## config.mk

```make
export PLATFORM = sky130hd
export DESIGN_NAME = pir_top
export DESIGN_NICKNAME = d
export VERILOG_FILES = /design/src/logic/pir_pkg.sv /design/src/logic/pir_top.sv
export VERILOG_INCLUDE_DIRS = /design/src /design/src/logic
export SDC_FILE = /design/constraint.sdc
export NUM_CORES = 1
export LEC_CHECK = 0
export ABC_AREA = 1
export BUFFER_PORTS_ARGS = -buffer_cell sky130_fd_sc_hd__buf_4
export CAP_MARGIN = 40
export CORE_ASPECT_RATIO = 1.25
export CORE_MARGIN = 4
export CORE_UTILIZATION = 53
export CTS_CLUSTER_DIAMETER = 120
export DETAILED_ROUTE_END_ITERATION = 12
export PLACE_DENSITY = 0.8
export SLEW_MARGIN = 20
export SYNTH_ARGS = -nofsm -noshare
export SYNTH_HDL_FRONTEND = slang
export SYNTH_SLANG_ARGS = --single-unit
```

## constraint.sdc

```tcl
create_clock -name aclk -period 2.3 [get_ports aclk]
set_clock_uncertainty 0.1 [all_clocks]
set_input_delay 0.345 -clock aclk [delete_from_list [all_inputs] [get_ports aclk]]
set_output_delay 0.345 -clock aclk [all_outputs]
set_load 0.01 [all_outputs]
```

## src/logic/pir_map.svh

```systemverilog
// Register offsets, field positions, reset values and timing counts
`ifndef PIR_MAP_SVH
`define PIR_MAP_SVH
`define PIR_CFG_OFF   8'h00
`define PIR_EN1_OFF   8'h04
`define PIR_EN2_OFF   8'h08
`define PIR_FLP_OFF   8'h0c
`define PIR_PCTL_OFF  8'h10
`define PIR_STAT_OFF  8'h14
`define PIR_MASK_OFF  8'h18
`define PIR_JMP_OFF   8'h1c
`define PIR_LVL_OFF   8'h20
`define PIR_CFG_ADPT  0
`define PIR_CFG_P1    1
`define PIR_CFG_P2    3
`define PIR_CFG_ENH   5
`define PIR_CFG_RST   8'h08
`define PIR_FLP_IRQEN 3
`define PIR_PAR_IRQEN 4
`define PIR_EV_W      5
`define PIR_PULSE_NS  100
`define PIR_CLK_MHZ   50
`define PIR_PULSE_CYC ((`PIR_PULSE_NS * `PIR_CLK_MHZ + 999) / 1000)
`define PIR_OKAY      2'h0
`define PIR_SLVERR    2'h2
`endif

```

## src/logic/pir_pkg.sv

```systemverilog
// Types of the peripheral interrupt routing block
`default_nettype none

package pir_pkg;
   // Parallel output shaping states
   typedef enum logic [2:0] {
      PIR_P_IDLE  = 3'h1,
      PIR_P_PULSE = 3'h2,
      PIR_P_HOLD  = 3'h4
   } pir_pstate_t;

   // Whole state of the block
   typedef struct packed {
      logic        awready;
      logic        wready;
      logic        bvalid;
      logic [1:0]  bresp;
      logic        aw_held;
      logic        w_held;
      logic [7:0]  awaddr;
      logic [31:0] wdata;
      logic        wstb;
      logic        arready;
      logic        rvalid;
      logic [1:0]  rresp;
      logic [31:0] rdata;
      logic [7:0]  cfg;
      logic [3:0]  en1;
      logic [3:0]  en2;
      logic [7:0]  flp_ctl;
      logic [7:0]  pctl;
      logic [4:0]  stat;
      logic [4:0]  mask;
      logic [7:0]  jumper;
      logic        rst_prev;
      pir_pstate_t pst;
      logic [7:0]  pcnt;
      logic        host_a;
      logic        host_b;
      logic        ser1;
      logic        ser2;
      logic        flp;
      logic        par_o;
      logic        par_oe_n;
      logic        irq;
   } pir_state_t;
endpackage

`default_nettype wire

```

## src/logic/pir_top.sv

```systemverilog
// Peripheral interrupt routing with AXI4-Lite register slave
//
// Summary of operation
// - Board build: COM1/COM3 ports drive line A
// - Board build: COM2/COM4 ports drive line B
// - Serial enables gate each port's request
// - Serial line drops once cause is serviced
// - Cleared enables or hardware reset disable serial
// - Adapter build: own output for first port
// - Adapter build: own output for second port
// - Floppy request gated by control bit 3
// - Parallel request gated by control bit 4
// - Enhanced parallel: open-drain low pulse, release
// - High reset input clears functional registers
// - Reset input leaves configuration untouched
// - Adapter: jumpers latched on reset falling edge
`timescale 1ns/1ps
`include "pir_map.svh"
`default_nettype none

module pir_top #(
   parameter int JUMPER_W = 4
) (
   input  wire logic                aclk,
   input  wire logic                aresetn,
   input  wire logic                awvalid,
   output logic                     awready,
   input  wire logic [7:0]          awaddr,
   input  wire logic                wvalid,
   output logic                     wready,
   input  wire logic [31:0]         wdata,
   input  wire logic [3:0]          wstrb,
   output logic                     bvalid,
   input  wire logic                bready,
   output logic [1:0]               bresp,
   input  wire logic                arvalid,
   output logic                     arready,
   input  wire logic [7:0]          araddr,
   output logic                     rvalid,
   input  wire logic                rready,
   output logic [31:0]              rdata,
   output logic [1:0]               rresp,
   input  wire logic                hw_reset,
   input  wire logic [JUMPER_W-1:0] jumper_sel,
   input  wire logic [3:0]          first_serial_cause,
   input  wire logic [3:0]          second_serial_cause,
   input  wire logic                floppy_cause,
   input  wire logic                parallel_cause,
   output logic                     host_serial_irq_a,
   output logic                     host_serial_irq_b,
   output logic                     first_serial_irq_out,
   output logic                     second_serial_irq_out,
   output logic                     floppy_irq_out,
   output logic                     parallel_irq_out,
   output logic                     parallel_irq_oe_n,
   output logic                     irq
);

   ////////////////////////////////////////////////////////////////////
   // Parameter check and constants

   // Jumper field is one byte wide in the state record
   if (JUMPER_W < 1 || JUMPER_W > 8) begin : g_chk
      $error("JUMPER_W must lie in 1..8");
   end

   localparam logic [7:0] PCYC = 8'(`PIR_PULSE_CYC);
   localparam logic [3:0] NONE = 4'hf;

   // Register index of an address, NONE when unmapped
   function automatic logic [3:0] reg_sel(input logic [7:0] a);
      if (a == `PIR_CFG_OFF) reg_sel = 4'h0;
      else if (a == `PIR_EN1_OFF) reg_sel = 4'h1;
      else if (a == `PIR_EN2_OFF) reg_sel = 4'h2;
      else if (a == `PIR_FLP_OFF) reg_sel = 4'h3;
      else if (a == `PIR_PCTL_OFF) reg_sel = 4'h4;
      else if (a == `PIR_STAT_OFF) reg_sel = 4'h5;
      else if (a == `PIR_MASK_OFF) reg_sel = 4'h6;
      else if (a == `PIR_JMP_OFF) reg_sel = 4'h7;
      else if (a == `PIR_LVL_OFF) reg_sel = 4'h8;
      else reg_sel = NONE;
   endfunction

   // Even address codes (COM1, COM3) map to line A
   function automatic logic on_line_a(input logic [1:0] code);
      on_line_a = ~code[0];
   endfunction

   ////////////////////////////////////////////////////////////////////
   // State and combinational helpers

   pir_pkg::pir_state_t s;                 // Registered state
   pir_pkg::pir_state_t next_s;            // Next state
   logic [3:0]          wsel;              // Held write target
   logic [3:0]          rsel;              // Read target
   logic                do_wr;             // Write executes
   logic                wr_en;             // Low byte is written
   logic                adapter;           // Adapter build
   logic                g1;                // Gated first port request
   logic                g2;                // Gated second port request
   logic                pg;                // Gated parallel request
   logic [1:0]          p1;                // First port address code
   logic [1:0]          p2;                // Second port address code
   logic [4:0]          clr;               // Status bits to clear
   logic [4:0]          ev;                // Events this cycle
   logic [31:0]         rd_val;            // Read mux result

   assign wsel    = reg_sel(s.awaddr);
   assign rsel    = reg_sel(araddr);
   assign do_wr   = s.aw_held && s.w_held && !s.bvalid;
   assign wr_en   = do_wr && s.wstb;
   assign adapter = s.cfg[`PIR_CFG_ADPT];
   assign p1      = s.cfg[`PIR_CFG_P1 +: 2];
   assign p2      = s.cfg[`PIR_CFG_P2 +: 2];
   // Reset input blocks requests at once, before enables clear
   assign g1 = |(first_serial_cause & s.en1) && !hw_reset;
   assign g2 = |(second_serial_cause & s.en2) && !hw_reset;
   assign pg = parallel_cause && s.pctl[`PIR_PAR_IRQEN] && !hw_reset;

   ////////////////////////////////////////////////////////////////////
   // Read data mux
   always_comb begin
      rd_val = 32'h0;
      if (rsel == 4'h0) rd_val[7:0] = s.cfg;
      else if (rsel == 4'h1) rd_val[3:0] = s.en1;
      else if (rsel == 4'h2) rd_val[3:0] = s.en2;
      else if (rsel == 4'h3) rd_val[7:0] = s.flp_ctl;
      else if (rsel == 4'h4) rd_val[7:0] = s.pctl;
      else if (rsel == 4'h5) rd_val[4:0] = s.stat;
      else if (rsel == 4'h6) rd_val[4:0] = s.mask;
      else if (rsel == 4'h7) rd_val[7:0] = s.jumper;
      else if (rsel == 4'h8) begin
         // Live pin levels, handy when debugging routing
         rd_val[7:0] = {s.par_oe_n, s.par_o, s.flp, s.ser2,
                        s.ser1, s.host_b, s.host_a, s.irq};
      end
   end

   ////////////////////////////////////////////////////////////////////
   // Next-state logic
   always_comb begin
      next_s = s;
      clr    = 5'h0;
      ev     = 5'h0;

      // Address and data are taken in either order
      if (awvalid && s.awready) begin
         next_s.awaddr  = awaddr;
         next_s.aw_held = 1'b1;
         next_s.awready = 1'b0;
      end
      if (wvalid && s.wready) begin
         next_s.wdata  = wdata;
         next_s.wstb   = wstrb[0];
         next_s.w_held = 1'b1;
         next_s.wready = 1'b0;
      end
      // Both held: perform the write and answer
      if (do_wr) begin
         next_s.bvalid  = 1'b1;
         next_s.aw_held = 1'b0;
         next_s.w_held  = 1'b0;
         next_s.bresp   = (wsel == NONE) ? `PIR_SLVERR : `PIR_OKAY;
      end
      if (s.bvalid && bready) begin
         next_s.bvalid  = 1'b0;
         next_s.awready = 1'b1;
         next_s.wready  = 1'b1;
      end

      // Register writes; only byte lane 0 carries fields
      if (wr_en) begin
         if (wsel == 4'h0) next_s.cfg = s.wdata[7:0];
         else if (wsel == 4'h1) next_s.en1 = s.wdata[3:0];
         else if (wsel == 4'h2) next_s.en2 = s.wdata[3:0];
         else if (wsel == 4'h3) next_s.flp_ctl = s.wdata[7:0];
         else if (wsel == 4'h4) next_s.pctl = s.wdata[7:0];
         else if (wsel == 4'h5) clr = s.wdata[4:0];
         else if (wsel == 4'h6) next_s.mask = s.wdata[4:0];
      end

      // Functional registers clear under reset input; cfg is kept
      if (hw_reset) begin
         next_s.en1     = 4'h0;
         next_s.en2     = 4'h0;
         next_s.flp_ctl = 8'h0;
         next_s.pctl    = 8'h0;
      end

      // Adapter build: jumpers captured on the falling edge of the reset input
      next_s.rst_prev = hw_reset;
      if (s.rst_prev && !hw_reset && adapter) begin
         next_s.jumper = 8'(jumper_sel);
      end

      // Serial routing; levels follow the gated causes
      next_s.host_a = !adapter && ((g1 && on_line_a(p1))
                                || (g2 && on_line_a(p2)));
      next_s.host_b = !adapter && ((g1 && !on_line_a(p1))
                                || (g2 && !on_line_a(p2)));
      next_s.ser1 = adapter && g1;
      next_s.ser2 = adapter && g2;
      next_s.flp  = floppy_cause && s.flp_ctl[`PIR_FLP_IRQEN]
                    && !hw_reset;

      // Parallel output: level when plain, shared pulse when enhanced
      if (!s.cfg[`PIR_CFG_ENH]) begin
         next_s.pst      = pir_pkg::PIR_P_IDLE;
         next_s.par_oe_n = 1'b0;
         next_s.par_o    = pg;
      end else begin
         case (s.pst)
            pir_pkg::PIR_P_IDLE: begin
               next_s.par_o    = 1'b0;
               next_s.par_oe_n = 1'b1;
               if (pg) begin
                  next_s.pst      = pir_pkg::PIR_P_PULSE;
                  next_s.par_oe_n = 1'b0;
                  next_s.pcnt     = PCYC - 8'h1;
               end
            end
            pir_pkg::PIR_P_PULSE: begin
               if (s.pcnt == 8'h0) begin
                  next_s.pst      = pir_pkg::PIR_P_HOLD;
                  next_s.par_oe_n = 1'b1;
               end else begin
                  next_s.pcnt = s.pcnt - 8'h1;
               end
            end
            pir_pkg::PIR_P_HOLD: begin
               // One pulse per request; re-arm once it drops
               if (!pg) next_s.pst = pir_pkg::PIR_P_IDLE;
            end
            default: begin
               next_s.pst      = pir_pkg::PIR_P_IDLE;
               next_s.par_oe_n = 1'b1;
            end
         endcase
      end

      // Events: rising request levels and reset release
      ev[0] = (next_s.host_a | next_s.ser1) & ~(s.host_a | s.ser1);
      ev[1] = (next_s.host_b | next_s.ser2) & ~(s.host_b | s.ser2);
      ev[2] = next_s.flp & ~s.flp;
      ev[3] = (next_s.pst == pir_pkg::PIR_P_PULSE
               && s.pst != pir_pkg::PIR_P_PULSE)
              || (next_s.par_o && !s.par_o);
      ev[4] = s.rst_prev && !hw_reset;
      // Set wins over a clear in the same cycle
      next_s.stat = (s.stat & ~clr) | ev;
      next_s.irq  = |(next_s.stat & next_s.mask);

      // Read channel: one outstanding read
      if (arvalid && s.arready) begin
         next_s.arready = 1'b0;
         next_s.rvalid  = 1'b1;
         next_s.rdata   = rd_val;
         next_s.rresp   = (rsel == NONE) ? `PIR_SLVERR : `PIR_OKAY;
      end
      if (s.rvalid && rready) begin
         next_s.rvalid  = 1'b0;
         next_s.arready = 1'b1;
      end
   end

   ////////////////////////////////////////////////////////////////////
   // State register; configuration resets only here
   always_ff @(posedge aclk) begin
      if (!aresetn) begin
         s          <= '0;
         s.awready  <= 1'b1;
         s.wready   <= 1'b1;
         s.arready  <= 1'b1;
         s.cfg      <= `PIR_CFG_RST;
         s.pst      <= pir_pkg::PIR_P_IDLE;
      end else begin
         s <= next_s;
      end
   end

   ////////////////////////////////////////////////////////////////////
   // Outputs straight from the state register
   assign awready               = s.awready;
   assign wready                = s.wready;
   assign bvalid                = s.bvalid;
   assign bresp                 = s.bresp;
   assign arready               = s.arready;
   assign rvalid                = s.rvalid;
   assign rdata                 = s.rdata;
   assign rresp                 = s.rresp;
   assign host_serial_irq_a     = s.host_a;
   assign host_serial_irq_b     = s.host_b;
   assign first_serial_irq_out  = s.ser1;
   assign second_serial_irq_out = s.ser2;
   assign floppy_irq_out        = s.flp;
   assign parallel_irq_out      = s.par_o;
   assign parallel_irq_oe_n     = s.par_oe_n;
   assign irq                   = s.irq;
endmodule

`default_nettype wire

```

# Word level (Yosys, flattened, before mapping)
# Cells that the tools add are included.
dict set report classes {
  add_sub_neg 1
  multipliers 0
  div 0
  n_lt_le_gt_ge 0
  n_eq_ne 40
  n_shift 0
  mux 60
  bitwise 24
  n_reduce_logical 54
}
# op count
set ops {}
lappend ops {{two-way mux 5 bit} 17}
lappend ops {{two-way mux 4 bit} 20}
lappend ops {{== test 8 x 5 -> 1 bit (second input constant)} 8}
lappend ops {{two-way mux 8 bit} 6}
lappend ops {{== test 8 x 4 -> 1 bit (second input constant)} 4}
lappend ops {{== test 4 x 3 -> 1 bit (second input constant)} 7}
lappend ops {{logical AND 1 bit} 26}
lappend ops {{logical NOT 8 bit} 3}
lappend ops {{two-way mux 3 bit} 7}
lappend ops {{== test 4 x 2 -> 1 bit (second input constant)} 4}
lappend ops {{== test 8 x 3 -> 1 bit (second input constant)} 2}
lappend ops {{== test 8 x 6 -> 1 bit (second input constant)} 2}
lappend ops {{one-hot mux 8 bit (2 select lines)} 1}
lappend ops {{== test 4 bit (second input constant)} 3}
lappend ops {{two-way mux 11 bit} 1}
lappend ops {{NOT 1 bit} 11}
lappend ops {{bitwise AND 5 bit} 2}
lappend ops {{one-hot mux 3 bit (3 select lines)} 1}
lappend ops {{bitwise AND 4 bit} 2}
lappend ops {{== test 4 x 1 -> 1 bit (second input constant)} 2}
lappend ops {{logical NOT 4 bit} 2}
lappend ops {{AND reduction 4 bit} 2}
lappend ops {{OR reduction 2 bit} 4}
lappend ops {{OR reduction 4 bit} 2}
lappend ops {{other kinds (21)} 40}
dict set report word_totals {
  reg_bits 102
  latch_bits 0
  ram_bits 0
  romBits 0
  inputBits 74
  out_inout_bits 49
  wordCells 211
  n_memories 0
}

# Depth between registers and ports, before layout
# Gate-level depths: netlist of run 1.
dict set report depth {
  depth_word 23
  ltp_mapped 14
  mapped_depth_nobuf 14
}

# Least setup slack after synthesis of run 1
# OpenSTA, ideal clock, no wires.
dict set report synth_timing {
  path_type {register to register}
  startpoint {reg s (netlist bit bvalid)}
  endpoint {reg s (netlist bit irq)}
  setup_ns 0.128
  arrival_ns 1.358
  required_ns 2.072
  slack_ns 0.714
  path_stages_with_launch 10
  path_buffers 1
  synth_period_minus_slack_ns 1.586
  cell_sequence {dfxtp_1 nor3_2 inv_2 nor2_8 buf_6 nand3_1 a21oi_1 o21ai_1 nor2_1 nor2_1}
}
dict set report synth_via {
  elab_chain_len 9
  elab_cells_between_ends 10
  classes_between {2 x mux; 4 x bitwise; 4 x reduce/logical}
}
# element line_no
set synth_rtl {}
lappend synth_rtl {{from (decl)} pir_top.sv:92} ;# pir_pkg::pir_state_t s;
lappend synth_rtl {{from (signal assigned)} pir_top.sv:277} ;# s <= next_s;
lappend synth_rtl {{logical NOT 1 bit (*)} pir_top.sv:110} ;# assign do_wr = s.aw_held && s.w_held && !s.bvalid;
lappend synth_rtl {{logical AND 1 bit (*)} pir_top.sv:110}
lappend synth_rtl {{logical AND 1 bit (*)} pir_top.sv:111} ;# assign wr_en = do_wr && s.wstb;
lappend synth_rtl {{two-way mux 5 bit} pir_top.sv:172} ;# if (wr_en) begin
lappend synth_rtl {{NOT 5 bit} pir_top.sv:250} ;# next_s.stat = (s.stat & ~clr) | ev;
lappend synth_rtl {{bitwise AND 5 bit} pir_top.sv:250}
lappend synth_rtl {{OR 5 bit} pir_top.sv:250}
lappend synth_rtl {{bitwise AND 5 bit (*)} pir_top.sv:251} ;# next_s.irq = |(next_s.stat & next_s.mask);
lappend synth_rtl {{OR reduction 5 bit (*)} pir_top.sv:251}
# Mark *: on every way between the ends. The rest lies on a longest branch, timed or not.
# A chain may end at the register's enable or synchronous reset.

# Worst setup path in the final report of run 1
# Same ends and word-level chain as after synthesis.

==> flow_summary.ini, run 1 <==
[status]
outcome = finished, final reports clean

[clock_tree]
cts_tree = yes
clk_pin_slew_ps = 70
cts_buffers = 9
clock-sinks = 100
cts_resized = 0
h-tree-depth = 3
cts-root-buf = clkbuf_16
post-cts-setup-buffers = 0
clock_latency_ps = 340
clockBufferDepth = 2
postCtsHoldBufs = 0

[run]
drv_cap = 0

[yosys]
yosys.area.top_type = dfxtp_1
syn_area_per_cell_sq_um = 7.204
ys_types = 45
synthTopCellsByArea = dfxtp_1 41%, nand2_1 10%, a21oi_1 8.7%
syn-cell-area_sq_um = 4935
synth_top_area_share_pct = 40.57
synth_edf_count = 0
synth_flop_cell = dfxtp_1
ys_seq_area_share_pct = 40.57
syn_inst = 685
synthArstFlopShare_pct = 0
synth_warnings = 0
ys_ff_latch = 100

[placement]
hpwl_um = 9784
portBuffers = 69
placed_area_sq_um = 5408
pre_cts_ws_ps = 278.7
gp_congestion = 0.9192
dp_cells = 857

[final_layout]
fin_area_sq_um = 5688
final.fill_count = 850
multi_input_area_sq_um = 2354
register_area_sq_um = 2002
drive_gt1_share_pct = 19.47
syn_to_final_growth_pct = 15.26
finalNonFillerCells = 873
diodes = 0
fin_nets = 820

[setup_path]
start_kind = register
path_buf_inv = 2
rrSetupSlack_ps = 380
crit_chain = nor3_2, inv_2, nor2_8, inv_2, nand2_1, a21boi_1, nand2_1, nand3_1, nor2_1, nor2_1
crit_family = simple AND/OR/NAND/NOR gates
worstPathMaxFanout = 14
cp-end-kind = register
cp_slowest_cell = dfxtp_1
crit_arrival_ps = 2100
worstPathRequired_ps = 2480
max_stage_delay_ps = 340
worstSetupPathType = register to register

[timing]
timing_hold_violations_final = 0
relSlewSlack_pct = 62.21
setup_tns_ps = 0
tightest_slew_ps = 565.5
clock.fmax_ghz = 0.5213
setup_slack_ps = 381.8
grt_setup_unrepaired = no
final-setup-viol-count = 0
period_share_pct = 83.40
period_minus_slack_ps = 1918
maxSlewViolCount = 0

[worst_hold_path]
holdCritPathClass = input pin to register

[routing]
wl_per_cell_um = 14.63
dr.pass1.iters = 7
drcViolationCount = 0
viasPerCell = 5.263
vias = 4595
drt_wl_total_um = 12780
ant_nets = 0
drt_iter0_drc = 262

[die]
die-area_sq_um = 10930
core-area_sq_um = 9125
initial_core_util_pct = 54.08
ios = 123
rows = 39
die_w_um = 94.31
die_h_um = 115.9

[power_and_ir_drop]
ir_drop_uv = 608.7
p_int_mw = 2.683
combPwrFrac_pct = 10.4
cellPowerDensity_nw_per_um2 = 633.9
clkPwrFrac_pct = 39.3
power_leakage_nw = 2.426
power.share.sequential_pct = 50.3
switching_share_pct = 25.58
p_switching_mw = 0.9224
power.total_mw = 3.606

[global_routing]
grt_pass1_vias = 4398
grt_usage_pct = 24.30
antenna_found_initial = 0
overflow = 0
grt_pass1_wl_um = 20660
grt_max_degree = 32
## synth_stat cells, types with 2 or more instances
cell type,count
a211oi_1,5
dfxtp_1,100
a21boi_1,5
nand3_1,44
nor4_1,2
a211oi_2,4
nand2_1,134
inv_1,63
nor2_1,57
nor3_2,3
o21ai_1,9
buf_1,3
clkbuf_1,10
o211ai_1,3
nand2_2,3
nor2_4,5
nand3_2,4
clkinv_1,3
nor3_1,7
o21a_1,3
buf_4,39
o21ai_0,40
a32o_1,2
a21oi_1,86
nand4_1,6
inv_2,18
nor2_2,9
## routing by layer
metal  share of wire (%)  up-vias  GRT usage, %
met5                   0        -             0
met2                  52      129         42.85
met3                 4.3       39         3.442
met4                 4.5        0         15.22
met1                  39     2119         27.39
li1                    -     2308             -
## tightest hold or removal path, stage by stage
cell     delay [ps]
buf_4            70
a21oi_1          70
nand2_1          50
## through the flow
stage	utilization [%]	hold WS, ps
after floorplan	-	323.9
after global placement	59.26	347.2
after detailed placement	59.26	347.4
after CTS	62.33	117.6
after global routing	62.33	134.4
final	62.33	128.0
## worst paths after layout
| kind | startpoint | to | cells after the start |
|---|---|---|---|
| worst max register to register | bvalid$_SDFFE_PP0P_ | irq$_SDFF_PN0_ | 10 |
| worst min register to register | s[21]$_SDFFE_PN0P_ | s[21]$_SDFFE_PN0P_ | 2 |
| worst min-delay path | rready | arready$_SDFFE_PP1P_ | 3 |
| worst max-delay path | bvalid$_SDFFE_PP0P_ | irq$_SDFF_PN0_ | 10 |
## placed cells by master, fill, tap and decap left out, types with 18 or more instances in the layout
| master | instances |
|---|---|
| buf_4 | 77 |
| inv_1 | 63 |
| conb_1 | 26 |
| nand3_1 | 44 |
| nor2_1 | 57 |
| o21ai_0 | 40 |
| nand2_1 | 134 |
| inv_2 | 18 |
| dfxtp_1 | 100 |
| a21oi_1 | 86 |
## sequential cells by signal, summed over array words and instances, names as in the netlist
register,cells
bresp,1
first_serial_irq_out,1
wready,1
host_serial_irq_b,1
awready,1
p2,2
arready,1
host_serial_irq_a,1
rvalid,1
irq,1
rdata,8
adapter,1
p1,2
parallel_irq_oe_n,1
bvalid,1
second_serial_irq_out,1
floppy_irq_out,1
parallel_irq_out,1
s,72
rresp,1
## cell families (layout without fill, tap and decap cells)
| group | count (synthesis) | after routing | synth area share (%) |
|---|---|---|---|
| xor+xnor | 1 | 1 | 0.1775 |
| flops | 100 | 100 | 40.57 |
| simple gates | 281 | 281 | 26.80 |
| buf+inv | 138 | 178 | 13.64 |
| fa+ha+maj | 1 | 1 | 0.2535 |
| compound gates | 163 | 163 | 18.48 |
| other cells | 1 | 26 | 0.07599 |
## power by group through the flow
stage                     combinational (mW)  sequential [mW]  clock (mW)
after detailed placement               0.371             1.85           0
after floorplan                        0.270             1.85           0
after global placement                 0.361             1.85           0
after global routing                   0.415             1.82        1.51
after CTS                              0.372             1.81        1.43
final                                  0.373             1.81        1.42
## area by class of cell
class	count	share of cell area, %
Inverter	85	5.631
Multi-Input combinational cell	472	41.38
Clock buffer	11	4.267
Tap cell	123	2.706
Timing Repair Buffer	77	10.16
Clock inverter	5	0.6599
Sequential cell	100	35.20
(Power assumes the default switching activity.)
==> run 2: changes to the inputs <==
--- a/config.mk
+++ b/config.mk
@@ -11,10 +11,10 @@
 export CAP_MARGIN = 40
 export CORE_ASPECT_RATIO = 1.25
 export CORE_MARGIN = 4
-export CORE_UTILIZATION = 53
+export CORE_UTILIZATION = 48
 export CTS_CLUSTER_DIAMETER = 120
 export DETAILED_ROUTE_END_ITERATION = 12
-export PLACE_DENSITY = 0.8
+export PLACE_DENSITY = 0.76
 export SLEW_MARGIN = 20
 export SYNTH_ARGS = -nofsm -noshare
 export SYNTH_HDL_FRONTEND = slang
==> constraint.sdc (replaced) <==
create_clock -name aclk -period 1.75 [get_ports aclk]
set_clock_uncertainty 0.1 [all_clocks]
set_input_delay 0.2625 -clock aclk [delete_from_list [all_inputs] [get_ports aclk]]
set_output_delay 0.2625 -clock aclk [all_outputs]
set_load 0.01 [all_outputs]
==> run 2 against run 1 <==
  * The run now ends with setup timing left
  * Routed wire length grew 9.7%
  * Non-clock buffer count grew 49
  * Final area grew 14%
  * Via count grew 7.0%
  * Critical path type unchanged
==> flow_summary.ini, run 2 (synthesis results as in run 1) <==
[final_layout]
fin_nets = 870
fin_area_sq_um = 6474
top_register = s
final_util_pct = 64.39
largest_register_ffs = 72
syn_to_final_growth_pct = 31.19
mostFrequentLayoutCell = buf_4
drive_gt1_share_pct = 32.13
diodes = 0
final_cell_mix = 116 x buf_4, 111 x nand2_1, 95 x dfxtp_1

[routing]
drt_iter0_drc = 347
vias = 4917
dr.pass1.iters = 5
drt_wl_total_um = 14010
viasPerCell = 5.293
ant_nets = 0
wl_per_cell_um = 15.08
drcViolationCount = 0

[placement]
placed_area_sq_um = 5648
hpwl_um = 10140
pre_cts_ws_ps = -69.43
gp_congestion = 0.8898
portBuffers = 69

[global_routing]
grt_pass1_wl_um = 21380
grt_usage_pct = 22.25
antenna_found_initial = 0
grt_pass1_vias = 4726
overflow = 0
grt_max_degree = 31

[die]
die-area_sq_um = 11980
initial_core_util_pct = 49.08
die_h_um = 121.4
core-area_sq_um = 10050
rows = 41
die_w_um = 98.69
ios = 123

[setup_path]
worstSetupPathType = register to register
cp-end-kind = register
crit_arrival_ps = 1940
worstPathMaxFanout = 8
reg2reg_depth = 11
worstPathRequired_ps = 1860
start_kind = register

[power_and_ir_drop]
power_leakage_nw = 2.769
cellPowerDensity_nw_per_um2 = 804.8
ir_drop_uv = 520.8

[clock_tree]
h-tree-depth = 3
cts_buffers = 9
cts_tree = yes
cts-root-buf = clkbuf_16
clock_latency_ps = 340
clk_pin_slew_ps = 70
clock-sinks = 100
clockBufferDepth = 2

[status]
violations = setup timing
outcome = finished with violations

[timing]
maxSlewViolCount = 0
clock.fmax_ghz = 0.5491
setup_tns_ps = -234.9
final-setup-viol-count = 7
timing_hold_violations_final = 0
period_minus_slack_ps = 1821
period_share_pct = 104.1
holdWs_ps = 48.19
setup_slack_ps = -71.28
grt_setup_unrepaired = yes

[run]
drv_cap = 0

[worst_hold_path]
holdCritPathClass = input pin to register
hold_depth = 3
run 2: power by group:
part / switching (mW) / internal (mW)
registers: 0.0529 / 2.34
clock network: 0.843 / 1.37
logic: 0.356 / 0.247
total: 1.25 / 3.96
run 2: area by class of cell:
| type | count | area [sq um] |
|---|---|---|
| Fill cell | 874 | 3581 |
| Multi-Input combinational cell | 472 | 2623 |
| Sequential cell | 100 | 2011 |
| Timing Repair Buffer | 126 | 1001 |
| Inverter | 85 | 332.8 |
| Clock buffer | 13 | 270.3 |
| Tap cell | 129 | 161.4 |
| Clock inverter | 3 | 67.56 |
| Timing Repair inverter | 1 | 7.507 |
run 2: worst paths after layout:
path                  startpoint                    to  slack (ps)
max          s[145]$_SDFFE_PN0P_    p2[0]$_SDFFE_PN1P_         -70
min                       rready  arready$_SDFFE_PP1P_          50
max reg2reg  s[145]$_SDFFE_PN0P_    p2[0]$_SDFFE_PN1P_         -70
min reg2reg   s[21]$_SDFFE_PN0P_    s[21]$_SDFFE_PN0P_         350
run 2: metrics by stage:
stage          cells  total power, mW
2_1_floorplan    710            2.784
3_3_place_gp     894            2.938
3_5_place_dp     894            2.957
4_1_cts          910            5.146
5_1_grt          929            5.383
6_report         929            5.210
run 2: what timing repair did:
action,CTS,global route
pin swaps,0,30
gates cloned,0,2
gates resized for setup,2,93
hold endpoints to repair,0,0
hold buffers,0,0
buffers inserted,0,17
setup endpoints to repair,1,38
run 2: critical path, cell delays in order (launching register included):
cell and delay (ps):
dfxtp_2 340, nor2_4 130, buf_6 110, nand3_4 110
nor2_4 160, buf_4 130, a21oi_1 40, nand4_2 100
nand3_4 130, buf_12 190, nand2_2 60, o211ai_1 80
run 2: layer usage:
metal | GRT usage (%) | vias to the layer above | share of wire (%)
li1 | - | 2407 | -
met1 | 23.69 | 2267 | 38
met2 | 41.07 | 177 | 51
met3 | 2.760 | 66 | 4.3
met4 | 14.01 | 0 | 6.4
met5 | 0 | - | 0
